==> src/counter_array_defines.svh <==
// Register offsets, field positions, reset values and write masks of the counter array.
`ifndef COUNTER_ARRAY_DEFINES_SVH
`define COUNTER_ARRAY_DEFINES_SVH

`define ADDR_MODE_CTRL      8'hD9
`define ADDR_CH0_MODE       8'hDA
`define ADDR_PULSE_CFG      8'hDF
`define ADDR_CNT_LOW        8'hF9
`define ADDR_CNT_HIGH       8'hFA
`define ADDR_CH0_CAP_LOW    8'hFB
`define ADDR_CH0_CAP_HIGH   8'hFC

`define CFG_RELOAD_SEL_BIT  7
`define CFG_WRAP_IE_BIT     6
`define CFG_WRAP_FLAG_BIT   5
`define CFG_LEN_HI          1
`define CFG_LEN_LO          0
`define CFG_WRITE_MASK      8'hE3

`define MODE_WIDE_BIT       7
`define MODE_CMP_EN_BIT     6
`define MODE_TOGGLE_BIT     2
`define MODE_PWM_BIT        1

`define CTRL_WDOG_BIT       6
`define CTRL_RUN_BIT        1
`define CTRL_WRAP_IE_BIT    0
`define CTRL_RESET          8'h40
`define CTRL_WRITE_MASK     8'h43

`define REG_RESET           8'h00
`define CNT_MAX             16'hFFFF
`define CNT_ZERO            16'h0000

`endif

==> src/counter_array_pkg.sv <==
// Types shared by the counter array modules.
package counter_array_pkg;

   typedef enum logic [1:0] {
      LEN_8,
      LEN_9,
      LEN_10,
      LEN_11
   } cycle_len_type;

   typedef enum logic [1:0] {
      CH_OFF,
      CH_PWM_SHORT,
      CH_PWM_WIDE,
      CH_FREQ_OUT
   } chan_mode_type;

   typedef struct packed {
      logic       write;
      logic       read;
      logic [7:0] addr;
      logic [7:0] wdata;
   } sfr_req_type;

endpackage

==> src/cycle_wrap_detect.sv <==
// Detects overflow of the bit selected by the cycle length field.
`timescale 1ns/10ps
`include "counter_array_defines.svh"
module cycle_wrap_detect
   import counter_array_pkg::*;
(
   input  wire logic          clk,
   input  wire logic          rst,
   input  wire logic          tick,
   input  wire logic [15:0]   count,
   input  wire cycle_len_type lenSel,
   output logic               wrap
);

   logic [3:0] lowBitsTop;

   always_comb begin
      case (lenSel)
         LEN_8:   lowBitsTop = 4'h7;
         LEN_9:   lowBitsTop = 4'h8;
         LEN_10:  lowBitsTop = 4'h9;
         LEN_11:  lowBitsTop = 4'hA;
         default: lowBitsTop = 4'h7;
      endcase
   end

   always_comb begin
      wrap = 1'b0;
      if (tick) begin
         wrap = 1'b1;
         for (int i = 0; i < 11; i++) begin
            if (i <= int'(lowBitsTop) && !count[i]) begin
               wrap = 1'b0;
            end
         end
      end
   end

endmodule

==> src/channel0_decode.sv <==
// Decodes the channel 0 mode register into an operating mode.
`timescale 1ns/10ps
`include "counter_array_defines.svh"
module channel0_decode
   import counter_array_pkg::*;
(
   input  wire logic [7:0]    modeReg,
   output chan_mode_type      chanMode
);

   always_comb begin
      chanMode = CH_OFF;
      if (modeReg[`MODE_PWM_BIT] && modeReg[`MODE_TOGGLE_BIT]) begin
         chanMode = CH_FREQ_OUT;
      end else if (modeReg[`MODE_PWM_BIT] && modeReg[`MODE_WIDE_BIT]) begin
         chanMode = CH_PWM_WIDE;
      end else if (modeReg[`MODE_PWM_BIT]) begin
         chanMode = CH_PWM_SHORT;
      end
   end

endmodule

==> src/counter_array_pwm_config.sv <==
// Counter array timer, shared PWM cycle configuration and channel 0 registers.
`timescale 1ns/10ps
`include "counter_array_defines.svh"
module counter_array_pwm_config
   import counter_array_pkg::*;
(
   input  wire logic          clk,
   input  wire logic          rst,
   input  wire logic          sfrWrite,
   input  wire logic          sfrRead,
   input  wire logic [7:0]    sfrAddr,
   input  wire logic [7:0]    sfrWdata,
   input  wire logic          countTick,
   output logic [7:0]         sfrRdata,
   output logic               irqReq,
   output logic               pwmOut,
   output chan_mode_type      chanMode
);

   ////////////////////////////////////////////////////////////////////////
   sfr_req_type   req;
   logic [7:0]    ctrl_q;
   logic [7:0]    cfg_q;
   logic [7:0]    chMode_q;
   logic [15:0]   count_q;
   logic [7:0]    snapHigh_q;
   logic [15:0]   capture_q;
   logic [15:0]   reload_q;
   logic          counterWrap_q;
   logic          cycleWrap;
   logic          tick;
   logic          counterWrap;
   logic          wdogOn;
   logic          reloadSel;
   logic          shortPwm;
   logic [10:0]   lenMask;
   logic [7:0]    sfrRdata_d;
   logic          pwmOut_d;

   assign req       = '{write: sfrWrite, read: sfrRead, addr: sfrAddr, wdata: sfrWdata};
   assign wdogOn    = ctrl_q[`CTRL_WDOG_BIT];
   assign reloadSel = cfg_q[`CFG_RELOAD_SEL_BIT];
   assign tick      = countTick && ctrl_q[`CTRL_RUN_BIT];

   function automatic logic hit(input sfr_req_type r, input logic [7:0] a);
      hit = r.write && (r.addr == a);
   endfunction

   ////////////////////////////////////////////////////////////////////////
   // Mode and control registers.
   always_ff @(posedge clk) begin
      if (rst) begin
         ctrl_q <= `CTRL_RESET;
      end else if (hit(req, `ADDR_MODE_CTRL)) begin
         ctrl_q <= req.wdata & `CTRL_WRITE_MASK;
      end
   end

   always_ff @(posedge clk) begin
      if (rst) begin
         chMode_q <= `REG_RESET;
      end else if (hit(req, `ADDR_CH0_MODE)) begin
         chMode_q <= req.wdata;
      end else if (hit(req, `ADDR_CH0_CAP_LOW) && !reloadSel) begin
         chMode_q[`MODE_CMP_EN_BIT] <= 1'b0;
      end
   end

   channel0_decode u_decode (
      .modeReg  (chMode_q),
      .chanMode (chanMode)
   );

   ////////////////////////////////////////////////////////////////////////
   // PWM configuration register.
   cycle_wrap_detect u_wrap (
      .clk    (clk),
      .rst    (rst),
      .tick   (tick),
      .count  (count_q),
      .lenSel (cycle_len_type'(cfg_q[`CFG_LEN_HI:`CFG_LEN_LO])),
      .wrap   (cycleWrap)
   );

   always_ff @(posedge clk) begin
      if (rst) begin
         cfg_q <= `REG_RESET;
      end else begin
         if (hit(req, `ADDR_PULSE_CFG)) begin
            cfg_q <= req.wdata & `CFG_WRITE_MASK;
         end
         if (cycleWrap) begin
            cfg_q[`CFG_WRAP_FLAG_BIT] <= 1'b1;
         end
      end
   end

   ////////////////////////////////////////////////////////////////////////
   // Counter, overflow flag and snapshot.
   assign counterWrap = tick && (count_q == `CNT_MAX);

   always_ff @(posedge clk) begin
      if (rst) begin
         count_q <= `CNT_ZERO;
      end else if (hit(req, `ADDR_CNT_LOW) && !wdogOn) begin
         count_q[7:0] <= req.wdata;
      end else if (hit(req, `ADDR_CNT_HIGH) && !wdogOn) begin
         count_q[15:8] <= req.wdata;
      end else if (tick) begin
         count_q <= count_q + 16'h0001;
      end
   end

   always_ff @(posedge clk) begin
      if (rst) begin
         counterWrap_q <= 1'b0;
      end else if (counterWrap) begin
         counterWrap_q <= 1'b1;
      end
   end

   always_ff @(posedge clk) begin
      if (rst) begin
         snapHigh_q <= `REG_RESET;
      end else if (req.read && req.addr == `ADDR_CNT_LOW) begin
         snapHigh_q <= count_q[15:8];
      end
   end

   ////////////////////////////////////////////////////////////////////////
   // Capture/compare and auto-reload banks.
   assign shortPwm = (chanMode == CH_PWM_SHORT) &&
                     (cfg_q[`CFG_LEN_HI:`CFG_LEN_LO] != 2'b00);

   always_ff @(posedge clk) begin
      if (rst) begin
         reload_q <= `CNT_ZERO;
      end else if (reloadSel && hit(req, `ADDR_CH0_CAP_LOW)) begin
         reload_q[7:0] <= req.wdata;
      end else if (reloadSel && hit(req, `ADDR_CH0_CAP_HIGH)) begin
         reload_q[15:8] <= req.wdata;
      end
   end

   always_ff @(posedge clk) begin
      if (rst) begin
         capture_q <= `CNT_ZERO;
      end else if (!reloadSel && hit(req, `ADDR_CH0_CAP_LOW)) begin
         capture_q[7:0] <= req.wdata;
      end else if (!reloadSel && hit(req, `ADDR_CH0_CAP_HIGH)) begin
         capture_q[15:8] <= req.wdata;
      end else if (cycleWrap && shortPwm) begin
         capture_q <= reload_q;
      end
   end

   ////////////////////////////////////////////////////////////////////////
   // Channel 0 PWM output.
   // Length field to mask.
   always_comb begin
      case (cfg_q[`CFG_LEN_HI:`CFG_LEN_LO])
         2'b00:   lenMask = 11'h0FF;
         2'b01:   lenMask = 11'h1FF;
         2'b10:   lenMask = 11'h3FF;
         2'b11:   lenMask = 11'h7FF;
         default: lenMask = 11'h0FF;
      endcase
   end

   always_comb begin
      pwmOut_d = 1'b0;
      case (chanMode)
         CH_PWM_SHORT: pwmOut_d = (count_q[10:0] & lenMask) >= (capture_q[10:0] & lenMask);
         CH_PWM_WIDE:  pwmOut_d = count_q >= capture_q;
         CH_FREQ_OUT:  pwmOut_d = pwmOut ^ (tick && count_q[7:0] == capture_q[15:8]);
         default:      pwmOut_d = 1'b0;
      endcase
   end

   always_ff @(posedge clk) begin
      if (rst) begin
         pwmOut <= 1'b0;
      end else begin
         pwmOut <= pwmOut_d;
      end
   end

   ////////////////////////////////////////////////////////////////////////
   // Read data and interrupt.
   always_comb begin
      case (req.addr)
         `ADDR_MODE_CTRL:    sfrRdata_d = ctrl_q;
         `ADDR_CH0_MODE:     sfrRdata_d = chMode_q;
         `ADDR_PULSE_CFG:    sfrRdata_d = cfg_q;
         `ADDR_CNT_LOW:      sfrRdata_d = count_q[7:0];
         `ADDR_CNT_HIGH:     sfrRdata_d = snapHigh_q;
         `ADDR_CH0_CAP_LOW:  sfrRdata_d = reloadSel ? reload_q[7:0] : capture_q[7:0];
         `ADDR_CH0_CAP_HIGH: sfrRdata_d = reloadSel ? reload_q[15:8] : capture_q[15:8];
         default:            sfrRdata_d = `REG_RESET;
      endcase
   end

   always_ff @(posedge clk) begin
      if (rst) begin
         sfrRdata <= `REG_RESET;
      end else if (req.read) begin
         sfrRdata <= sfrRdata_d;
      end
   end

   assign irqReq = (cfg_q[`CFG_WRAP_IE_BIT] && cfg_q[`CFG_WRAP_FLAG_BIT]) ||
                   (ctrl_q[`CTRL_WRAP_IE_BIT] && counterWrap_q);

endmodule

==> config.mk <==
export PLATFORM = sky130hd
export DESIGN_NAME = counter_array_pwm_config
export DESIGN_NICKNAME = d
export VERILOG_FILES = /design/src/counter_array_pkg.sv /design/src/cycle_wrap_detect.sv /design/src/channel0_decode.sv /design/src/counter_array_pwm_config.sv
export VERILOG_INCLUDE_DIRS = /design/src /design/src/src
export SDC_FILE = /design/constraint.sdc
export NUM_CORES = 1
export LEC_CHECK = 0
export ABC_AREA = 1
export BUFFER_PORTS_ARGS = -buffer_cell sky130_fd_sc_hd__buf_4
export CAP_MARGIN = 10
export CORE_MARGIN = 8
export CORE_UTILIZATION = 29
export CTS_CLUSTER_DIAMETER = 150
export DETAILED_ROUTE_END_ITERATION = 16
export SLEW_MARGIN = 5
export SYNTH_ARGS = -nofsm -noshare
export SYNTH_HDL_FRONTEND = slang
export SYNTH_SLANG_ARGS = --single-unit
==> constraint.sdc <==
create_clock -name clk -period 5 [get_ports clk]
set_input_delay 0.75 -clock clk [delete_from_list [all_inputs] [get_ports clk]]
set_output_delay 0.75 -clock clk [all_outputs]
set_load 0.05 [all_outputs]
; Word level (Yosys, flattened, before mapping)
; Index checks and enable logic that the tools add are counted.
[totals]
register_bits = 82
inputBits = 21
output_inout_bits = 12
word_cells = 143
[op_classes]
n_addsub = 1
n_lt_le_gt_ge = 12
n_eq_ne = 17
muxes = 33
bitwise = 6
n_reduce_logical = 59
[ops]
columns = cell, n
row1 = $mux W8, 8
row2 = $eq A8 B8 Y1 const B, 7
row3 = $pmux W8 S7, 1
row4 = $pmux W11 S4, 1
row5 = $logic_and A1 B1 Y1, 33
row6 = $mux W16, 2
row7 = $and A11 B11 Y11, 2
row8 = $add A16 B1 Y16 const B, 1
row9 = $eq A16 B16 Y1 const B, 1
row10 = $ge A16 B16 Y1, 1
row11 = $le A3 B4 Y1 const A, 4
row12 = $mux W1, 16
row13 = $pmux W4 S4, 1
row14 = $reduce_bool A2 Y1, 7
row15 = $le A4 B4 Y1 const A, 3
row16 = $logic_not A1 Y1, 12
row17 = $ge A11 B11 Y1, 1
row18 = $reduce_and A2 Y1, 5
row19 = $eq A2 B2 Y1 const B, 4
row20 = $eq A8 B8 Y1, 1
row21 = $le A2 B4 Y1 const A, 2
row22 = $mux W6, 1
row23 = $eq A2 B1 Y1 const B, 2
row24 = $le A1 B4 Y1 const A, 1
row25 = 7 further kinds, 11

; Longest topological paths before layout
[logic_depth]
ltp_word = 19
ltp_mapped = 13

; By module
; Synthesis repeated with hierarchy kept, for this count alone.
[unflattened]
cells_unflattened = 771
area_unflattened_um2 = 5131.2
[modules_own_cells]
columns = module, n_inst, cells_per_inst, area_per_inst_um2, seq_area_each_um2
row1 = counter_array_pwm_config, 1, 744, 4994.8, 1641.6
row2 = cycle_wrap_detect, 1, 21, 113.9, 0.0
row3 = channel0_decode, 1, 6, 22.5, 0.0

; Worst setup path after synthesis
; OpenSTA, ideal clock, no wires.
[synth_path]
path_type = input to register
startpoint = input port sfrAddr[3]
endpoint = register snapHigh_q[3]
setup_ns = 0.119
t_arrival_ns = 1.841
t_required_ns = 4.881
slack_ns = 3.040
stages = 10
path_buffers = 1
cell_sequence = inv_1 -> nor2_1 -> nand2_2 -> nor2_4 -> nand2_4 -> inv_1 -> nand2_1 -> buf_2 -> o21ai_0 -> a21oi_1
[synth_between]
elab_chain_cells = 2
[synth_rtl]
columns = item, line_no
row1 = "start, declared", counter_array_pwm_config.sv:11  ; input wire logic [7:0] sfrAddr,
row2 = $eq A8 B8 Y1, --
row3 = $logic_and A1 B1 Y1 (no source line), --
row4 = "end signal, assigned", counter_array_pwm_config.sv:124  ; snapHigh_q <= `REG_RESET;
row5 = "end signal, assigned", counter_array_pwm_config.sv:126  ; snapHigh_q <= count_q[15:8];
row6 = "end, declared", counter_array_pwm_config.sv:26  ; logic [7:0] snapHigh_q;
; Every way passes these cells.
; A chain may end at the register's enable or synchronous reset.

; Final worst setup path
[layout_path]
startpoint = register cfg_q[7]
endpoint = register capture_q[14]
[layout_between]
elab_chain_cells = 4
elab_cells_between_ends = 7
cone_classes = 1 x mux / 1 x bitwise / 5 x reduce/logical
[layout_rtl]
columns = item, line_no
row1 = "start, declared", counter_array_pwm_config.sv:23  ; logic [7:0] cfg_q;
row2 = "start signal, assigned", counter_array_pwm_config.sv:87  ; cfg_q <= `REG_RESET;
row3 = "start signal, assigned", counter_array_pwm_config.sv:90  ; cfg_q <= req.wdata & `CFG_WRITE_MASK;
row4 = $logic_not A1 Y1 (*), "counter_array_pwm_config.sv:148, counter_array_pwm_config.sv:150"
row5 = $logic_and A1 B1 Y1 (on tied branches), "counter_array_pwm_config.sv:150, counter_array_pwm_config.sv:148"
row6 = $reduce_bool A2 Y1 (no source line) / $not A1 Y1 (equally long branches), --
row7 = $reduce_and A2 Y1 (no source line), --
row8 = "end signal, assigned", counter_array_pwm_config.sv:147  ; capture_q <= `CNT_ZERO;
row9 = "end signal, assigned", counter_array_pwm_config.sv:151  ; capture_q[15:8] <= req.wdata;
row10 = "end signal, assigned", counter_array_pwm_config.sv:153  ; capture_q <= reload_q;
row11 = "end, declared", counter_array_pwm_config.sv:27  ; logic [15:0] capture_q;
; Every way passes the cells marked *; elsewhere a longest branch is shown, timed or not.

==> out/metrics.cfg <==
[worst_setup_path]
r2r_end = capture_q[14]$_SDFFE_PP0P_
critical_path_depth = 6
path_class = reg -> reg
reg2regPathDepth = 6
cp-startpoint = cfg_q[7]$_SDFFE_PP0P_
critical_path.cell_chain = inv_1 -> nand4_2 -> clkinv_1 -> a21oi_2 -> nor2_1 -> nor2_1
max_stage_delay_ps = 1030
cp-endpoint = capture_q[14]$_SDFFE_PP0P_
cp-end-kind = flip-flop
cp_slowest_cell = dfxtp_1
startpoint_type = flip-flop
cpMostUsedCell = nor2_1
r2r_slack_ps = 2270
crit_buf_inv = 2
cp_max_fo = 36
regToRegStartpoint = cfg_q[7]$_SDFFE_PP0P_
cp.required_ps = 5280
cp_data_arrival_time_ps = 3010
path_delay_family = flip-flops

[global_routing]
overflow = 0
first_global_vias = 4681
grt_max_degree = 55
grt.total_usage_pct = 14.8
grt_pass1_wl_um = 26100
antenna_found_initial = 0

[clock_tree]
max-clock-path-buffers = 2
clkTransAtPathRegs_ps = 70
cts_resized = 0
cts_tree = yes
worstSkewPairLatency_ps = 340
cts_max_level = 3
clock-root-buffer = clkbuf_16
cts_setup_buffers = 0
numCtsBuffers = 9
clkSinkCount = 82
hold_buffers = 0

[synth]
ys_seq_elements = 82
muxShareOfSynthArea_pct = 0
syn-num-nets = 898
synth_top_family_by_area = simple AND/OR/NAND/NOR gates
synth-simple-area-share_pct = 36.3
synthAdderAreaFrac_pct = 5.69
ys_warn_count = 0
syn-mean-instance-area_sq_um = 6.19
synth_xor_area_share_pct = 0.996
syn_area_sq_um = 5280
postSynthCellCount = 853
synth_compound_area_share_pct = 15.0
yosysUniqueCellTypes = 35
yosysSeqAreaShare_pct = 31.1

[detailed_routing]
drc = 0
dr.pass1.iters = 6
drt_iter0_markers = 468
wl_per_cell_um = 15.0
final_antenna_net_count = 0
vias_per_cell = 4.81
via_count = 5304
finalWirelength_um = 16500

[outcome]
status = completed

[sta]
worst_slew_pin_slew_ps = 1080
timing.setup.tns_ps = 0
fin_skew_ps = 4.52
fmaxAchievable_ghz = 0.366
hold_slack_ps = 461
setup_viol = 0
slew_headroom_pct = 27.8
final.min_clock_period_ps = 2730
drv_slew = 0
hold_violations = 0
rsz0062_at_grt = false
period_share_pct = 54.7

[cells_and_area]
diodes = 0
final_cell_mix = 230 x nand2_1, 111 x inv_1, 107 x nor2_1, 82 x o21ai_0, 82 x dfxtp_1
layout-drive-gt1-share_pct = 9.05
final_area_sq_um = 6000
fill_cells = 1969
final_nets = 913
layout_commonest_cell = nand2_1
instances_no_fill = 1102
area_delta_synth_final_pct = 13.8

[placement]
io_buffers = 32
placedInstanceArea_sq_um = 5680
gp_congestion = 0.931
dp.cells = 1086
dp_hpwl_um = 12300

[pwr]
intPower_uw = 1120
p_sw_uw = 346
irDropWorstVdd_mv = 0.159
swShare_pct = 23.6
p_seq_share_pct = 44.8
power.density_nw_per_um2 = 244
clkPwrFrac_pct = 50.1
p_leak_uw = 0.00261
p_comb_share_pct = 5.1

[die]
num_rows = 49
dieHeight_um = 151
die_x_um = 151
start_util_pct = 29.5
coreArea_sq_um = 17900
io_pins = 33
dieArea_sq_um = 22800

[worst_hold_path]
hold_path_class = reg -> reg

[flow_run]
cap_violations = 0

logic make-up (layout without fill, tap and decap cells):
family,after synthesis,in the layout
simple gates,440,440
flops,82,82
fa+ha+maj,24,24
compound gates,154,154
buf+inv,147,167
xor+xnor,6,6
state kept, by name, indices dropped and copies added, names as in the netlist, 3 cells and up:
signal and flops:
chMode_q 8, reload_q 16, count_q 16, sfrRdata 8
capture_q 16, ctrl_q 3, cfg_q 5, snapHigh_q 8
synth_stat cells, drive strengths merged:
cell type | number | area share [%]
nand2 | 234 | 17
inv | 117 | 8.3
nor2 | 116 | 9.3
o21ai | 84 | 8.0
dfxtp | 82 | 31
a21oi | 64 | 6.1
nand3 | 55 | 5.7
ha | 24 | 5.7
nor3 | 19 | 2.1
clkbuf | 15 | 1.1
buf | 14 | 1.4
nand4 | 13 | 1.8
xor2 | 5 | 0.83
o22ai | 3 | 0.36
a211o | 1 | 0.17
and2 | 1 | 0.14
clkinv | 1 | 0.071
nor4 | 1 | 0.12
o21a | 1 | 0.14
o21bai | 1 | 0.14
or2 | 1 | 0.12
xnor2 | 1 | 0.17
tightest hold or removal path, cell delays in order, from the launching register on:
cell and delay [ps]:
dfxtp_1 300, inv_1 60, a21oi_1 50
final cells by class:
type                    instances  area (sq um)  share of cell area, %
clock buffers                   9           225                   3.75
inverters                     118           443                   7.38
repair buffers                 33           248                   4.13
flip-flops and latches         82          1640                   27.3
multi-input cells             624          3060                   51.0
clock inverters                 7          98.8                   1.65
well taps                     229           287                   4.77
metrics by stage:
stage	power [uW]	utilization [%]	setup WS [ps]
after floorplan	709	-	3040
after detailed placement	746	31.7	2290
final	1460	33.5	2270
after CTS	1480	33.5	2260
after global routing	1520	33.5	1960
after global placement	745	31.7	2310
routing by layer:
layer / vias up / wire length, um / GRT usage (%)
met5: - / 0 / 0
met3: 18 / 987 / 2.69
met4: 0 / 206 / 3.36
met1: 2367 / 8020 / 21.3
li1: 2749 / - / -
met2: 170 / 7320 / 22.5
power groups by stage:
stage,clock (uW),sequential (uW),combinational [uW]
after global routing,786,656,81.1
after global placement,0,671,74.7
after detailed placement,0,671,75.0
final,733,656,75.0
after CTS,746,656,75.0
after floorplan,0,675,34.7
worst min-delay path by stage:
stage | from | to | slack [ps] | cells after the start
after floorplan | chMode_q[5]$_SDFFE_PP0P_ | chMode_q[5]$_SDFFE_PP0P_ | 430 | 2
after global placement | chMode_q[3]$_SDFFE_PP0P_ | chMode_q[3]$_SDFFE_PP0P_ | 450 | 2
after detailed placement | chMode_q[5]$_SDFFE_PP0P_ | chMode_q[5]$_SDFFE_PP0P_ | 450 | 2
after CTS | chMode_q[5]$_SDFFE_PP0P_ | chMode_q[5]$_SDFFE_PP0P_ | 460 | 2
after global routing | chMode_q[5]$_SDFFE_PP0P_ | chMode_q[5]$_SDFFE_PP0P_ | 480 | 2
final | chMode_q[3]$_SDFFE_PP0P_ | chMode_q[3]$_SDFFE_PP0P_ | 460 | 2
No activity file was read; power rests on OpenSTA's default activity.
